[config.mk]
export PLATFORM = sky130hd
export DESIGN_NAME = bdmac_top
export DESIGN_NICKNAME = d
export VERILOG_FILES = /design/src/bdmac_pkg.sv /design/src/bdmac_top.sv
export SDC_FILE = /design/constraint.sdc
export NUM_CORES = 1
export LEC_CHECK = 0
export ABC_CLOCK_PERIOD_IN_PS = 15700
export CAP_MARGIN = 20
export CORE_MARGIN = 2
export CORE_UTILIZATION = 55
export CTS_CLUSTER_SIZE = 40
export DETAILED_ROUTE_END_ITERATION = 12
export DONT_BUFFER_PORTS = 1
export GPL_TIMING_DRIVEN = 0
export MAX_ROUTING_LAYER = met4
export PLACE_DENSITY = 0.79
export SKIP_CTS_REPAIR_TIMING = 1
export SLEW_MARGIN = 20
export SYNTH_ARGS = -nofsm -noshare
export SYNTH_HDL_FRONTEND = slang
export SYNTH_SLANG_ARGS = --single-unit
export TNS_END_PERCENT = 20
[constraint.sdc]
create_clock -name clk -period 15.7 [get_ports clk]
set_input_delay 2.355 -clock clk [delete_from_list [all_inputs] [get_ports clk]]
set_output_delay 2.355 -clock clk [all_outputs]
set_load 0.05 [all_outputs]
[src/bdmac_pkg.sv]
// Package of constants and carriers for the board block-transfer engine
package bdmac_pkg;
  localparam int ADDR_W = 4;
  // Register indices, chosen here; byte address equals index on the plain port
  localparam logic [3:0] REG_IRQ_CTRL_NORMAL = 4'h0;
  localparam logic [3:0] REG_IRQ_CTRL_ERROR  = 4'h1;
  localparam logic [3:0] REG_SRC_ATTR        = 4'h2;
  localparam logic [3:0] REG_DST_ATTR        = 4'h3;
  localparam logic [3:0] REG_GEN_CTRL        = 4'h4;
  localparam logic [3:0] REG_IRQ_STAT_NORMAL = 4'h5;
  localparam logic [3:0] REG_IRQ_STAT_ERROR  = 4'h6;
  localparam logic [3:0] REG_RUN_CTRL        = 4'h7;
  localparam logic [3:0] REG_MODE_STATUS     = 4'h8;
  localparam logic [3:0] REG_SRC_PTR         = 4'h9;
  localparam logic [3:0] REG_DST_PTR         = 4'ha;
  localparam logic [3:0] REG_BYTE_COUNT      = 4'hb;
  // Field positions
  localparam int ATTR_SPACE_LSB = 0;   // attribute bits 1:0 select the bus space
  localparam int RUN_START_BIT  = 0;   // run control: write one to start
  localparam int RUN_ABORT_BIT  = 1;   // run control: write one to abort
  localparam int IRQ_EVENT_BIT  = 0;   // status/mask event bit
  localparam int GEN_IRQ_EN_BIT = 7;   // general control: global interrupt enable
  // Reset values
  localparam logic [7:0]  RST_BYTE = 8'h00;
  localparam logic [31:0] RST_WORD = 32'h0000_0000;
  localparam logic [3:0]  RST_IDX  = 4'h0;
  // Transfer geometry
  localparam int          FIFO_BYTES = 32;
  localparam int          BEAT_BYTES = 4;
  localparam int          BURST_BEATS = FIFO_BYTES / BEAT_BYTES;
  localparam logic [3:0]  BURST_LAST = 4'(BURST_BEATS - 1);

  typedef enum logic [1:0] {SPACE_BACKPLANE, SPACE_EXPANSION, SPACE_SHARED_RAM, SPACE_RSVD} bdmac_space_type;
  typedef enum logic [2:0] {ST_IDLE, ST_ARB, ST_READ, ST_RELEASE, ST_WRITE, ST_DONE} bdmac_state_type;

  typedef struct packed {
    logic       wr;
    logic       rd;
    logic [3:0] addr;
    logic [31:0] wdata;
  } bdmac_reg_req_type;

  typedef struct packed {
    logic        req;    // beat request, held until ack
    logic        write;
    logic [1:0]  space;
    logic [31:0] addr;
    logic [3:0]  be;     // byte lanes of this beat
    logic [31:0] wdata;
  } bdmac_mem_req_type;

  typedef struct packed {
    logic        ack;
    logic        err;
    logic [31:0] rdata;
  } bdmac_mem_rsp_type;
endpackage : bdmac_pkg

[src/bdmac_top.sv]
// Block-transfer engine: register file, staging store and burst sequencer
//
// Implementation choices: strobed register access and the placing of the registers.
`timescale 1ns/1ps

module bdmac_top (
  input  wire logic                         clk,            // 100 MHz clock
  input  wire logic                         reset_n,        // Sync reset, active low
  input  wire bdmac_pkg::bdmac_reg_req_type reg_req,        // Register port strobes
  output logic [31:0]                       reg_rdata,      // Read data, cycle after strobe
  output bdmac_pkg::bdmac_mem_req_type      mem_req,        // Beat request to bus spaces
  input  wire bdmac_pkg::bdmac_mem_rsp_type mem_rsp,        // Beat answer
  output logic                              local_bus_req,  // Local bus mastership request
  input  wire logic                         local_bus_grant,// Local bus granted, same clock
  output logic                              backplane_hold, // Backplane owned by engine
  input  wire logic                         cpu_bp_req,     // CPU wants the backplane
  output logic                              cpu_bp_grant,   // CPU may go to backplane
  output logic                              irq             // Level interrupt
);
  localparam int BURST_W = bdmac_pkg::BURST_BEATS;
  typedef struct packed {
    logic [7:0]  ictl_n, ictl_e, sattr, dattr, gctl, ist_n, ist_e, run;
    logic [31:0] src, dst, cnt;
    bdmac_pkg::bdmac_state_type st;
    logic [3:0]  beat;
    logic [3:0]  fill;
    logic [5:0]  bytes;                 // bytes held in the current burst
    logic        cpu_grant;
    logic [31:0] rdata;
    bdmac_pkg::bdmac_mem_req_type mr;
    logic [BURST_W-1:0][31:0] store;
  } state_type;

  state_type s_r, s_nxt;

  // Lanes from address up to the word end, limited by what remains
  function automatic logic [2:0] chunk(input logic [1:0] a, input logic [31:0] left);
    logic [2:0] room;
    room = 3'(bdmac_pkg::BEAT_BYTES) - {1'b0, a};
    chunk = (left < 32'(room)) ? left[2:0] : room;
  endfunction : chunk

  function automatic logic [3:0] lanes(input logic [1:0] a, input logic [2:0] n);
    lanes = 4'(((5'h01 << n) - 5'h01) << a);
  endfunction : lanes

  logic [2:0]  rn, wn;
  always_comb begin
    s_nxt = s_r;
    rn = chunk(s_r.src[1:0], s_r.cnt);
    wn = chunk(s_r.dst[1:0], 32'(s_r.bytes));
    s_nxt.rdata = 32'h0000_0000;
    // Register reads
    if (reg_req.rd) begin
      case (reg_req.addr)
        bdmac_pkg::REG_IRQ_CTRL_NORMAL: s_nxt.rdata = {24'h000000, s_r.ictl_n};
        bdmac_pkg::REG_IRQ_CTRL_ERROR:  s_nxt.rdata = {24'h000000, s_r.ictl_e};
        bdmac_pkg::REG_SRC_ATTR:        s_nxt.rdata = {24'h000000, s_r.sattr};
        bdmac_pkg::REG_DST_ATTR:        s_nxt.rdata = {24'h000000, s_r.dattr};
        bdmac_pkg::REG_GEN_CTRL:        s_nxt.rdata = {24'h000000, s_r.gctl};
        bdmac_pkg::REG_IRQ_STAT_NORMAL: s_nxt.rdata = {24'h000000, s_r.ist_n};
        bdmac_pkg::REG_IRQ_STAT_ERROR:  s_nxt.rdata = {24'h000000, s_r.ist_e};
        bdmac_pkg::REG_RUN_CTRL:        s_nxt.rdata = {24'h000000, s_r.run};
        bdmac_pkg::REG_MODE_STATUS:     s_nxt.rdata = {24'h000000, 1'b0, s_r.st, s_r.fill};
        bdmac_pkg::REG_SRC_PTR:         s_nxt.rdata = s_r.src;
        bdmac_pkg::REG_DST_PTR:         s_nxt.rdata = s_r.dst;
        bdmac_pkg::REG_BYTE_COUNT:      s_nxt.rdata = s_r.cnt;
        default:                        s_nxt.rdata = 32'h0000_0000;
      endcase
    end
    // Register writes; pointers and count are locked while running
    if (reg_req.wr) begin
      case (reg_req.addr)
        bdmac_pkg::REG_IRQ_CTRL_NORMAL: s_nxt.ictl_n = reg_req.wdata[7:0];
        bdmac_pkg::REG_IRQ_CTRL_ERROR:  s_nxt.ictl_e = reg_req.wdata[7:0];
        bdmac_pkg::REG_SRC_ATTR:        s_nxt.sattr = reg_req.wdata[7:0];
        bdmac_pkg::REG_DST_ATTR:        s_nxt.dattr = reg_req.wdata[7:0];
        bdmac_pkg::REG_GEN_CTRL:        s_nxt.gctl = reg_req.wdata[7:0];
        bdmac_pkg::REG_IRQ_STAT_NORMAL: s_nxt.ist_n = s_r.ist_n & ~reg_req.wdata[7:0];
        bdmac_pkg::REG_IRQ_STAT_ERROR:  s_nxt.ist_e = s_r.ist_e & ~reg_req.wdata[7:0];
        bdmac_pkg::REG_RUN_CTRL:        s_nxt.run = reg_req.wdata[7:0];
        bdmac_pkg::REG_SRC_PTR:         if (s_r.st == bdmac_pkg::ST_IDLE) s_nxt.src = reg_req.wdata;
        bdmac_pkg::REG_DST_PTR:         if (s_r.st == bdmac_pkg::ST_IDLE) s_nxt.dst = reg_req.wdata;
        bdmac_pkg::REG_BYTE_COUNT:      if (s_r.st == bdmac_pkg::ST_IDLE) s_nxt.cnt = reg_req.wdata;
        default: ;
      endcase
    end
    // Start and abort are self-clearing commands
    s_nxt.run[bdmac_pkg::RUN_START_BIT] = 1'b0;
    s_nxt.run[bdmac_pkg::RUN_ABORT_BIT] = 1'b0;
    // Sequencer
    case (s_r.st)
      bdmac_pkg::ST_IDLE: begin
        s_nxt.mr.req = 1'b0;
        if (reg_req.wr && reg_req.addr == bdmac_pkg::REG_RUN_CTRL
            && reg_req.wdata[bdmac_pkg::RUN_START_BIT]) begin
          if (s_nxt.cnt == 32'h0000_0000) begin
            s_nxt.st = bdmac_pkg::ST_DONE;
            s_nxt.ist_n[bdmac_pkg::IRQ_EVENT_BIT] = 1'b1;
          end else begin
            s_nxt.st = bdmac_pkg::ST_ARB;
          end
        end
      end
      bdmac_pkg::ST_ARB: begin
        // Shared RAM side needs the local bus first
        if (local_bus_grant || s_r.sattr[1:0] != 2'(bdmac_pkg::SPACE_SHARED_RAM)) begin
          s_nxt.st = bdmac_pkg::ST_READ;
          s_nxt.beat = bdmac_pkg::RST_IDX;
          s_nxt.fill = bdmac_pkg::RST_IDX;
          s_nxt.bytes = 6'h00;
          s_nxt.mr = '{req: 1'b1, write: 1'b0, space: s_r.sattr[1:0], addr: {s_r.src[31:2], 2'b00},
                       be: lanes(s_r.src[1:0], rn), wdata: 32'h0000_0000};
        end
      end
      bdmac_pkg::ST_READ: begin
        if (mem_rsp.ack) begin
          s_nxt.store[s_r.beat] = mem_rsp.rdata;
          s_nxt.fill = s_r.fill + 4'h1;
          s_nxt.src = s_r.src + 32'(rn);
          s_nxt.cnt = s_r.cnt - 32'(rn);
          s_nxt.bytes = s_r.bytes + 6'(rn);
          // Gather stops at eight beats or end of count
          if (mem_rsp.err) begin
            s_nxt.st = bdmac_pkg::ST_DONE;
            s_nxt.mr.req = 1'b0;
            s_nxt.ist_e[bdmac_pkg::IRQ_EVENT_BIT] = 1'b1;
          end else if (s_r.beat == bdmac_pkg::BURST_LAST || s_r.cnt == 32'(rn)) begin
            s_nxt.st = bdmac_pkg::ST_RELEASE;
            s_nxt.mr.req = 1'b0;
          end else begin
            s_nxt.beat = s_r.beat + 4'h1;
            s_nxt.mr.addr = {s_nxt.src[31:2], 2'b00};
            s_nxt.mr.be = lanes(s_nxt.src[1:0], chunk(s_nxt.src[1:0], s_nxt.cnt));
          end
        end
      end
      bdmac_pkg::ST_RELEASE: begin
        // Backplane given up before shared RAM writes; wait for local grant
        if (local_bus_grant || s_r.dattr[1:0] != 2'(bdmac_pkg::SPACE_SHARED_RAM)) begin
          s_nxt.st = bdmac_pkg::ST_WRITE;
          s_nxt.beat = bdmac_pkg::RST_IDX;
          s_nxt.mr = '{req: 1'b1, write: 1'b1, space: s_r.dattr[1:0], addr: {s_r.dst[31:2], 2'b00},
                       be: lanes(s_r.dst[1:0], wn), wdata: s_r.store[0]};
        end
      end
      bdmac_pkg::ST_WRITE: begin
        if (mem_rsp.ack) begin
          s_nxt.dst = s_r.dst + 32'(wn);
          s_nxt.bytes = s_r.bytes - 6'(wn);
          s_nxt.fill = s_r.fill - 4'h1;
          if (mem_rsp.err) begin
            s_nxt.st = bdmac_pkg::ST_DONE;
            s_nxt.mr.req = 1'b0;
            s_nxt.ist_e[bdmac_pkg::IRQ_EVENT_BIT] = 1'b1;
          end else if (s_r.bytes == 6'(wn)) begin
            s_nxt.mr.req = 1'b0;
            s_nxt.fill = bdmac_pkg::RST_IDX;
            s_nxt.st = (s_r.cnt == 32'h0000_0000) ? bdmac_pkg::ST_DONE : bdmac_pkg::ST_ARB;
            if (s_r.cnt == 32'h0000_0000) s_nxt.ist_n[bdmac_pkg::IRQ_EVENT_BIT] = 1'b1;
          end else begin
            // Simplification: store words are replayed in order, lanes shifted to destination
            s_nxt.beat = s_r.beat + 4'h1;
            s_nxt.mr.addr = {s_nxt.dst[31:2], 2'b00};
            s_nxt.mr.be = lanes(s_nxt.dst[1:0], chunk(s_nxt.dst[1:0], 32'(s_nxt.bytes)));
            s_nxt.mr.wdata = s_r.store[s_r.beat + 4'h1];
          end
        end
      end
      bdmac_pkg::ST_DONE: begin
        // Normal end flagged by its cause, so a failed last beat never reports done
        s_nxt.mr.req = 1'b0;
        s_nxt.st = bdmac_pkg::ST_IDLE;
      end
      default: s_nxt.st = bdmac_pkg::ST_IDLE;
    endcase
    // Abort ends the transfer as an error
    if (reg_req.wr && reg_req.addr == bdmac_pkg::REG_RUN_CTRL && reg_req.wdata[bdmac_pkg::RUN_ABORT_BIT]
        && s_r.st != bdmac_pkg::ST_IDLE) begin
      s_nxt.st = bdmac_pkg::ST_IDLE;
      s_nxt.mr.req = 1'b0;
      s_nxt.ist_e[bdmac_pkg::IRQ_EVENT_BIT] = 1'b1;
    end
    // CPU reaches backplane only when idle, arbitrating or done, never mid-burst
    s_nxt.cpu_grant = cpu_bp_req && (s_nxt.st == bdmac_pkg::ST_IDLE || s_nxt.st == bdmac_pkg::ST_ARB
                                     || s_nxt.st == bdmac_pkg::ST_DONE);
  end

  always_ff @(posedge clk) begin
    if (!reset_n) begin
      s_r <= '0;
    end else begin
      s_r <= s_nxt;
    end
  end

  assign reg_rdata = s_r.rdata;
  assign mem_req = s_r.mr;
  // Local bus asked only when a shared RAM side is active; CPU otherwise untouched
  assign local_bus_req = (s_r.st == bdmac_pkg::ST_ARB && s_r.sattr[1:0] == 2'(bdmac_pkg::SPACE_SHARED_RAM))
                      || (s_r.st == bdmac_pkg::ST_RELEASE && s_r.dattr[1:0] == 2'(bdmac_pkg::SPACE_SHARED_RAM))
                      || (s_r.mr.req && s_r.mr.space == 2'(bdmac_pkg::SPACE_SHARED_RAM));
  assign backplane_hold = s_r.mr.req && s_r.mr.space == 2'(bdmac_pkg::SPACE_BACKPLANE);
  assign cpu_bp_grant = s_r.cpu_grant;
  assign irq = s_r.gctl[bdmac_pkg::GEN_IRQ_EN_BIT]
             && (|(s_r.ist_n & s_r.ictl_n) || |(s_r.ist_e & s_r.ictl_e));
endmodule : bdmac_top

# --- Word level (Yosys, flattened, before mapping) ---
# Index checks and enable logic that the tools add are counted.
word_totals:
  ff_bits: 538
  latch_bits: 0
  ramBits: 0
  mem_bits_ro: 0
  in_bits: 76
  out_inout_bits: 108
  wordCells: 232
  mem_count: 0
op_classes:
  add_sub_neg: 16
  mul: 0
  div: 0
  n_lt_le_gt_ge: 7
  n_eq_ne: 36
  shifts: 8
  mux: 74
  bitwise_logic: 6
  n_reduce_logical: 51
ops:
  columns: ["cell", "count"]
  rows:
  - ["$mux 32", 13]
  - ["$pmux 32 s12", 1]
  - ["$bwmux 256", 1]
  - ["$mux 68", 3]
  - ["$mux 72", 2]
  - ["$pmux 36 s4", 1]
  - ["$mux 113", 1]
  - ["$mux 36", 3]
  - ["$bmux 32 s3", 1]
  - ["$demux 32 s3", 1]
  - ["$pmux 32 s3", 1]
  - ["$add 32x3->32", 2]
  - ["$logic_not 32->1", 2]
  - ["$lt 32x3->1", 2]
  - ["$mux 49", 1]
  - ["$mux 3", 12]
  - ["$mux 17", 2]
  - ["$and 8x8->8", 4]
  - ["$eq 32x3->1", 1]
  - ["$sub 32x3->32", 1]
  - ["$pmux 10 s3", 1]
  - ["$mux 8", 3]
  - ["$eq 4x3->1 const B", 5]
  - ["$ne 2x2->1 const B", 10]
  - ["47 further kinds", 124]

# --- Depth between registers and ports, before layout ---
logic_depth:
  word_depth: 14
  ltp_mapped: 31
  mapped_depth_nobuf: 29

# --- Worst setup path after synthesis ---
# OpenSTA, ideal clock, no wires.
synth_timing:
  kind: "register to register"
  startpoint: "register s_r[442] (netlist bit)"
  endpoint: "register s_r, in the netlist mem_req[35]"
  t_arrival_ns: 6.392
  required_time_ns: 15.583
  path_slack_ns: 9.191
  stages_incl_launch_ff: 30
  cell_sequence: "dfxtp_1 clkbuf_1 inv_1 ha_1 inv_1 ha_1 a21o_1 a21oi_1 nand2_1 clkbuf_1 o21ai_0 ha_1 inv_1 fa_1 ha_1 inv_1 ha_1 a21boi_0 o21ai_0 nand4_1 or4_1 or4_1 buf_2 and3_1 a21oi_1 ha_1 or4_1 nor3_1 a2111o_1 a32o_1"
synth_between:
  elab_chain_cells: 14
  word_cells_on_any_way: 23
  cone_classes: "add/sub: 6; order compare: 2; eq/ne: 2; shift: 4; mux: 7; reduce/logical: 2"
synth_rtl:
  columns: ["item", "line", "rtl"]
  rows:
  - ["from (decl)", "bdmac_top.sv:34", "state_type s_r, s_nxt;"]
  - ["from (signal assigned)", "bdmac_top.sv:193", "s_r <= s_nxt;"]
  - ["$sub 3x2->3", "bdmac_top.sv:39", "room = 3'(bdmac_pkg::BEAT_BYTES) - {1'b0, a};"]
  - ["$lt 32x3->1", "bdmac_top.sv:40", "chunk = (left < 32'(room)) ? left[2:0] : room;"]
  - ["$mux 3", "bdmac_top.sv:40", null]
  - ["$add 32x3->32", "bdmac_top.sv:120", "s_nxt.src = s_r.src + 32'(rn);"]
  - ["$sub 3x2->3", "bdmac_top.sv:39", null]
  - ["$lt 32x3->1", "bdmac_top.sv:40", null]
  - ["$mux 3", "bdmac_top.sv:40", null]
  - ["$shl 1x3->5", "bdmac_top.sv:44", "lanes = 4'(((5'h01 << n) - 5'h01) << a);"]
  - ["$sub 5x1->5", "bdmac_top.sv:44", null]
  - ["$shl 5x2->4", "bdmac_top.sv:44", null]
  - ["$mux 36", "bdmac_top.sv:128", "end else if (s_r.beat == bdmac_pkg::BURST_LAST || s_r.cnt == 32'(rn)) begin"]
  - ["$mux 36", "bdmac_top.sv:124", "if (mem_rsp.err) begin"]
  - ["$mux 36", "bdmac_top.sv:117", "if (mem_rsp.ack) begin"]
  - ["$pmux 36 s4", "bdmac_top.sv:92", "case (s_r.st)"]
# Several ways; a longest one is shown, not always the timed one. The select of a mux whose other input is x is not followed.
# A chain may end at the register's enable or synchronous reset.

# --- Worst setup path in the final report ---
layout_timing:
  startpoint: "register s_r[402] (netlist bit)"
  endpoint: "register s_r, in the netlist mem_req[35]"
layout_between:
  elab_chain_cells: 13
  word_cells_on_any_way: 22
  cone_classes: "add/sub: 5; order compare: 2; eq/ne: 2; shift: 4; mux: 7; reduce/logical: 2"
layout_rtl:
  columns: ["item", "line"]
  rows:
  - ["$lt 32x3->1", "bdmac_top.sv:40"]
  - ["$mux 3", "bdmac_top.sv:40"]
  - ["$add 32x3->32", "bdmac_top.sv:120"]
  - ["$sub 3x2->3", "bdmac_top.sv:39"]
  - ["$lt 32x3->1", "bdmac_top.sv:40"]
  - ["$mux 3", "bdmac_top.sv:40"]
  - ["$shl 1x3->5", "bdmac_top.sv:44"]
  - ["$sub 5x1->5", "bdmac_top.sv:44"]
  - ["$shl 5x2->4", "bdmac_top.sv:44"]
  - ["$mux 36", "bdmac_top.sv:128"]
  - ["$mux 36", "bdmac_top.sv:124"]
  - ["$mux 36", "bdmac_top.sv:117"]
  - ["$pmux 36 s4", "bdmac_top.sv:92"]
# Several ways; a longest one is shown, not always the timed one. The select of a mux whose other input is x is not followed.

==> results.ini <==
[sta]
finalClockSkew_ns = 0.0337
max_slew_margin = 0.249
hold_violations = 0
final.min_clock_period_ns = 8.33
finalMaxSlewViolations = 0
finalSetupTns_ns = 0
fin_ws_ns = 7.37
tightest_slew_ns = 1.13
setup-violations-final = 0
fmaxAchievable_ghz = 0.120
period_share = 0.531
rsz0062_at_grt = false

[grt]
grt_busiest_layer = met2
globalRouteMet2Util = 0.637
grt_pass1_wl_um = 167000
grt_pass1_vias = 27400
antenna_found_initial = 4
grt.total_usage = 0.415
grt.met1_usage = 0.491
grt_max_degree = 17
overflow = 0
met3_usage = 0.0981

[die]
fp.dieW_um = 234
start_util = 0.556
placeableCoreArea_sq_um = 52600
dieHeight_um = 234
die_area_sq_um = 55000
pin_count = 184
rows = 84

[yosys]
synth_area_sq_um = 29200
ys_ff_latch = 534
yosysWarnings = 0
synth_flop_cell = dfxtp_1
async_flop_share = 0
synth_cell_type_count = 75
synthCells = 3685
synth_area_per_cell_sq_um = 7.93
yosysSeqAreaShare = 0.366
synth_edf_count = 0

[setup_path]
worstSetupPathType = register to register
crit_arrival_ns = 8.88
required_ns = 16.25
cp_max_fo = 10
critPathCaptureType = register
crit_path_start_kind = register

[drt]
drc = 0
drtIter0Drc = 3788
ant_nets = 0
routed_via_density = 6.53
drt-total-wl_um = 113000
vias = 29300
routedWlPerCell_um = 25.3
drt_first_pass_iters = 8

[hold_path]
hp-class = register to register

[power_and_ir_drop]
p_sw_frac = 0.265
p_per_area_nw_per_um2 = 96.7
vdd_drop_max_mv = 0.0864
p_clk_frac = 0.460
p_int_uw = 2280
design_power_total_uw = 3100
comb_power_share = 0.097
p_leak_uw = 0.0116
seqPwrFrac = 0.443
power_switching_uw = 821

[clock_network]
cts_buffer_depth = 3
cts.clk_slew.worst_paths_ns = 0.07
cts_tree = yes
numCtsBuffers = 57
clock_sinks = 534
clock-root-buffer = clkbuf_16
clock_latency_ns = 0.65
htreeDepth = 2

[cells_and_area]
finish.utilization = 0.611
areaGrowthSynthToFinish_pct = 9.85
fillCellCount = 4819
final_layout_size_suffix_gt1_frac = 0.0863
final_cell_mix = nand2_1 (874), dfxtp_1 (534), a21oi_1 (300)
final_common_cell = nand2_1
nNetsFinal = 3861

[placement]
place.gp.congestion = 1.11
dp_hpwl_um = 83900
portBuffers = 0
pre_cts_slack_ns = 7.73

[job]
max_cap_viol_count = 0

[run_status]
outcome = finished, final reports clean

cells by family (layout without fill, tap and decap cells):
| kind of cell | count (synthesis) | in the layout | synth area share |
|---|---|---|---|
| XOR/XNOR | 64 | 64 | 0.0192 |
| buffers and inverters | 487 | 592 | 0.0804 |
| flip-flops | 534 | 534 | 0.366 |
| AND/OR/NAND/NOR | 1487 | 1487 | 0.226 |
| multiplexers | 136 | 136 | 0.0751 |
| other | 1 | 6 | 0.000128 |
| AO/OA/AOI/OAI | 936 | 936 | 0.215 |
| adder cells (fa/ha/maj) | 40 | 40 | 0.0183 |
through the flow:
stage / hold WS (ns) / std cells / instance area, sq um
2_1_floorplan: 0.422 / 3686 / 29200
3_3_place_gp: 0.434 / 4374 / 30100
3_5_place_dp: 0.438 / 4375 / 30100
4_1_cts: 0.448 / 4479 / 32100
5_1_grt: 0.469 / 4483 / 32100
6_report: 0.454 / 4483 / 32100
critical path, stage by stage (launching register included):
cell and delay [ns]:
dfxtp_1 0.30, clkbuf_1 0.25, nor4_1 0.63, nand4_1 0.38, nor3_1 0.56, nand2_1 0.13
clkbuf_1 0.25, o21ai_0 0.79, ha_1 0.34, inv_1 0.07, fa_1 0.55, ha_1 0.37
inv_1 0.07, ha_1 0.26, a21boi_0 0.12, o21ai_0 0.20, nand4_1 0.18, or4_1 0.54
or4_1 0.52, buf_2 0.20, and3_1 0.18, a21oi_1 0.13, ha_1 0.31, or4_1 0.16
nor3_1 0.08, a2111o_1 0.43, a32o_1 0.25
final timing paths:
| kind | from | endpoint | slack, ns | cells past startpoint |
|---|---|---|---|---|
| worst min-delay path | s_r[132] | s_r[132] | 0.45 | 2 |
| worst min register to register | s_r[132] | s_r[132] | 0.45 | 2 |
| worst max register to register | s_r[402] | mem_req[35] | 7.37 | 26 |
| worst max-delay path | s_r[402] | mem_req[35] | 7.37 | 26 |
cells in the mapped netlist, drive strengths merged, types with 22 or more instances:
| master | instances | area share |
|---|---|---|
| a21oi | 300 | 0.051 |
| nor4 | 32 | 0.0080 |
| nor2 | 164 | 0.021 |
| ha | 34 | 0.015 |
| nand3 | 85 | 0.015 |
| xor2 | 28 | 0.0084 |
| nand2 | 874 | 0.11 |
| buf | 164 | 0.039 |
| and3 | 50 | 0.011 |
| inv | 48 | 0.0062 |
| clkbuf | 273 | 0.035 |
| nor3 | 83 | 0.014 |
| mux4 | 66 | 0.051 |
| xnor2 | 36 | 0.011 |
| a222oi | 22 | 0.0075 |
| a221oi | 38 | 0.011 |
| a21boi | 195 | 0.050 |
| dfxtp | 534 | 0.37 |
| nor2b | 96 | 0.021 |
| a22oi | 59 | 0.015 |
| o211a | 49 | 0.017 |
| mux2i | 64 | 0.022 |
| o21ai | 113 | 0.019 |
layer usage:
| layer | part of all wire | wire length [um] |
|---|---|---|
| met3 | 0.12 | 13400 |
| met2 | 0.44 | 50500 |
| met5 | 0 | 0 |
| met1 | 0.36 | 41400 |
| met4 | 0.073 | 8260 |
flip-flops by register name, indices dropped and copies added, names as in the netlist:
| register | flops |
|---|---|
| mem_req | 70 |
| s_r | 431 |
| cpu_bp_grant | 1 |
| reg_rdata | 32 |
power by group through the flow:
| stage | Sequential [uW] | Combinational [uW] | Clock [uW] |
|---|---|---|---|
| after floorplan | 1400 | 200 | 0 |
| after global placement | 1400 | 285 | 0 |
| after detailed placement | 1400 | 285 | 0 |
| after CTS | 1370 | 287 | 1430 |
| after global routing | 1370 | 314 | 1480 |
| final | 1370 | 300 | 1430 |
layout make-up:
type	count	area [sq um]	area share
Antenna cell	4	10.0	0.000312
Buffer	437	2160	0.0674
Clock buffer	82	1670	0.0521
Clock inverter	22	302	0.00940
Inverter	50	188	0.00585
Multi-Input combinational cell	2665	16200	0.505
Sequential cell	534	10700	0.333
Tap cell	688	861	0.0268
Timing Repair Buffer	1	7.51	0.000234
Note: power is estimated with default switching activity, not from simulation.
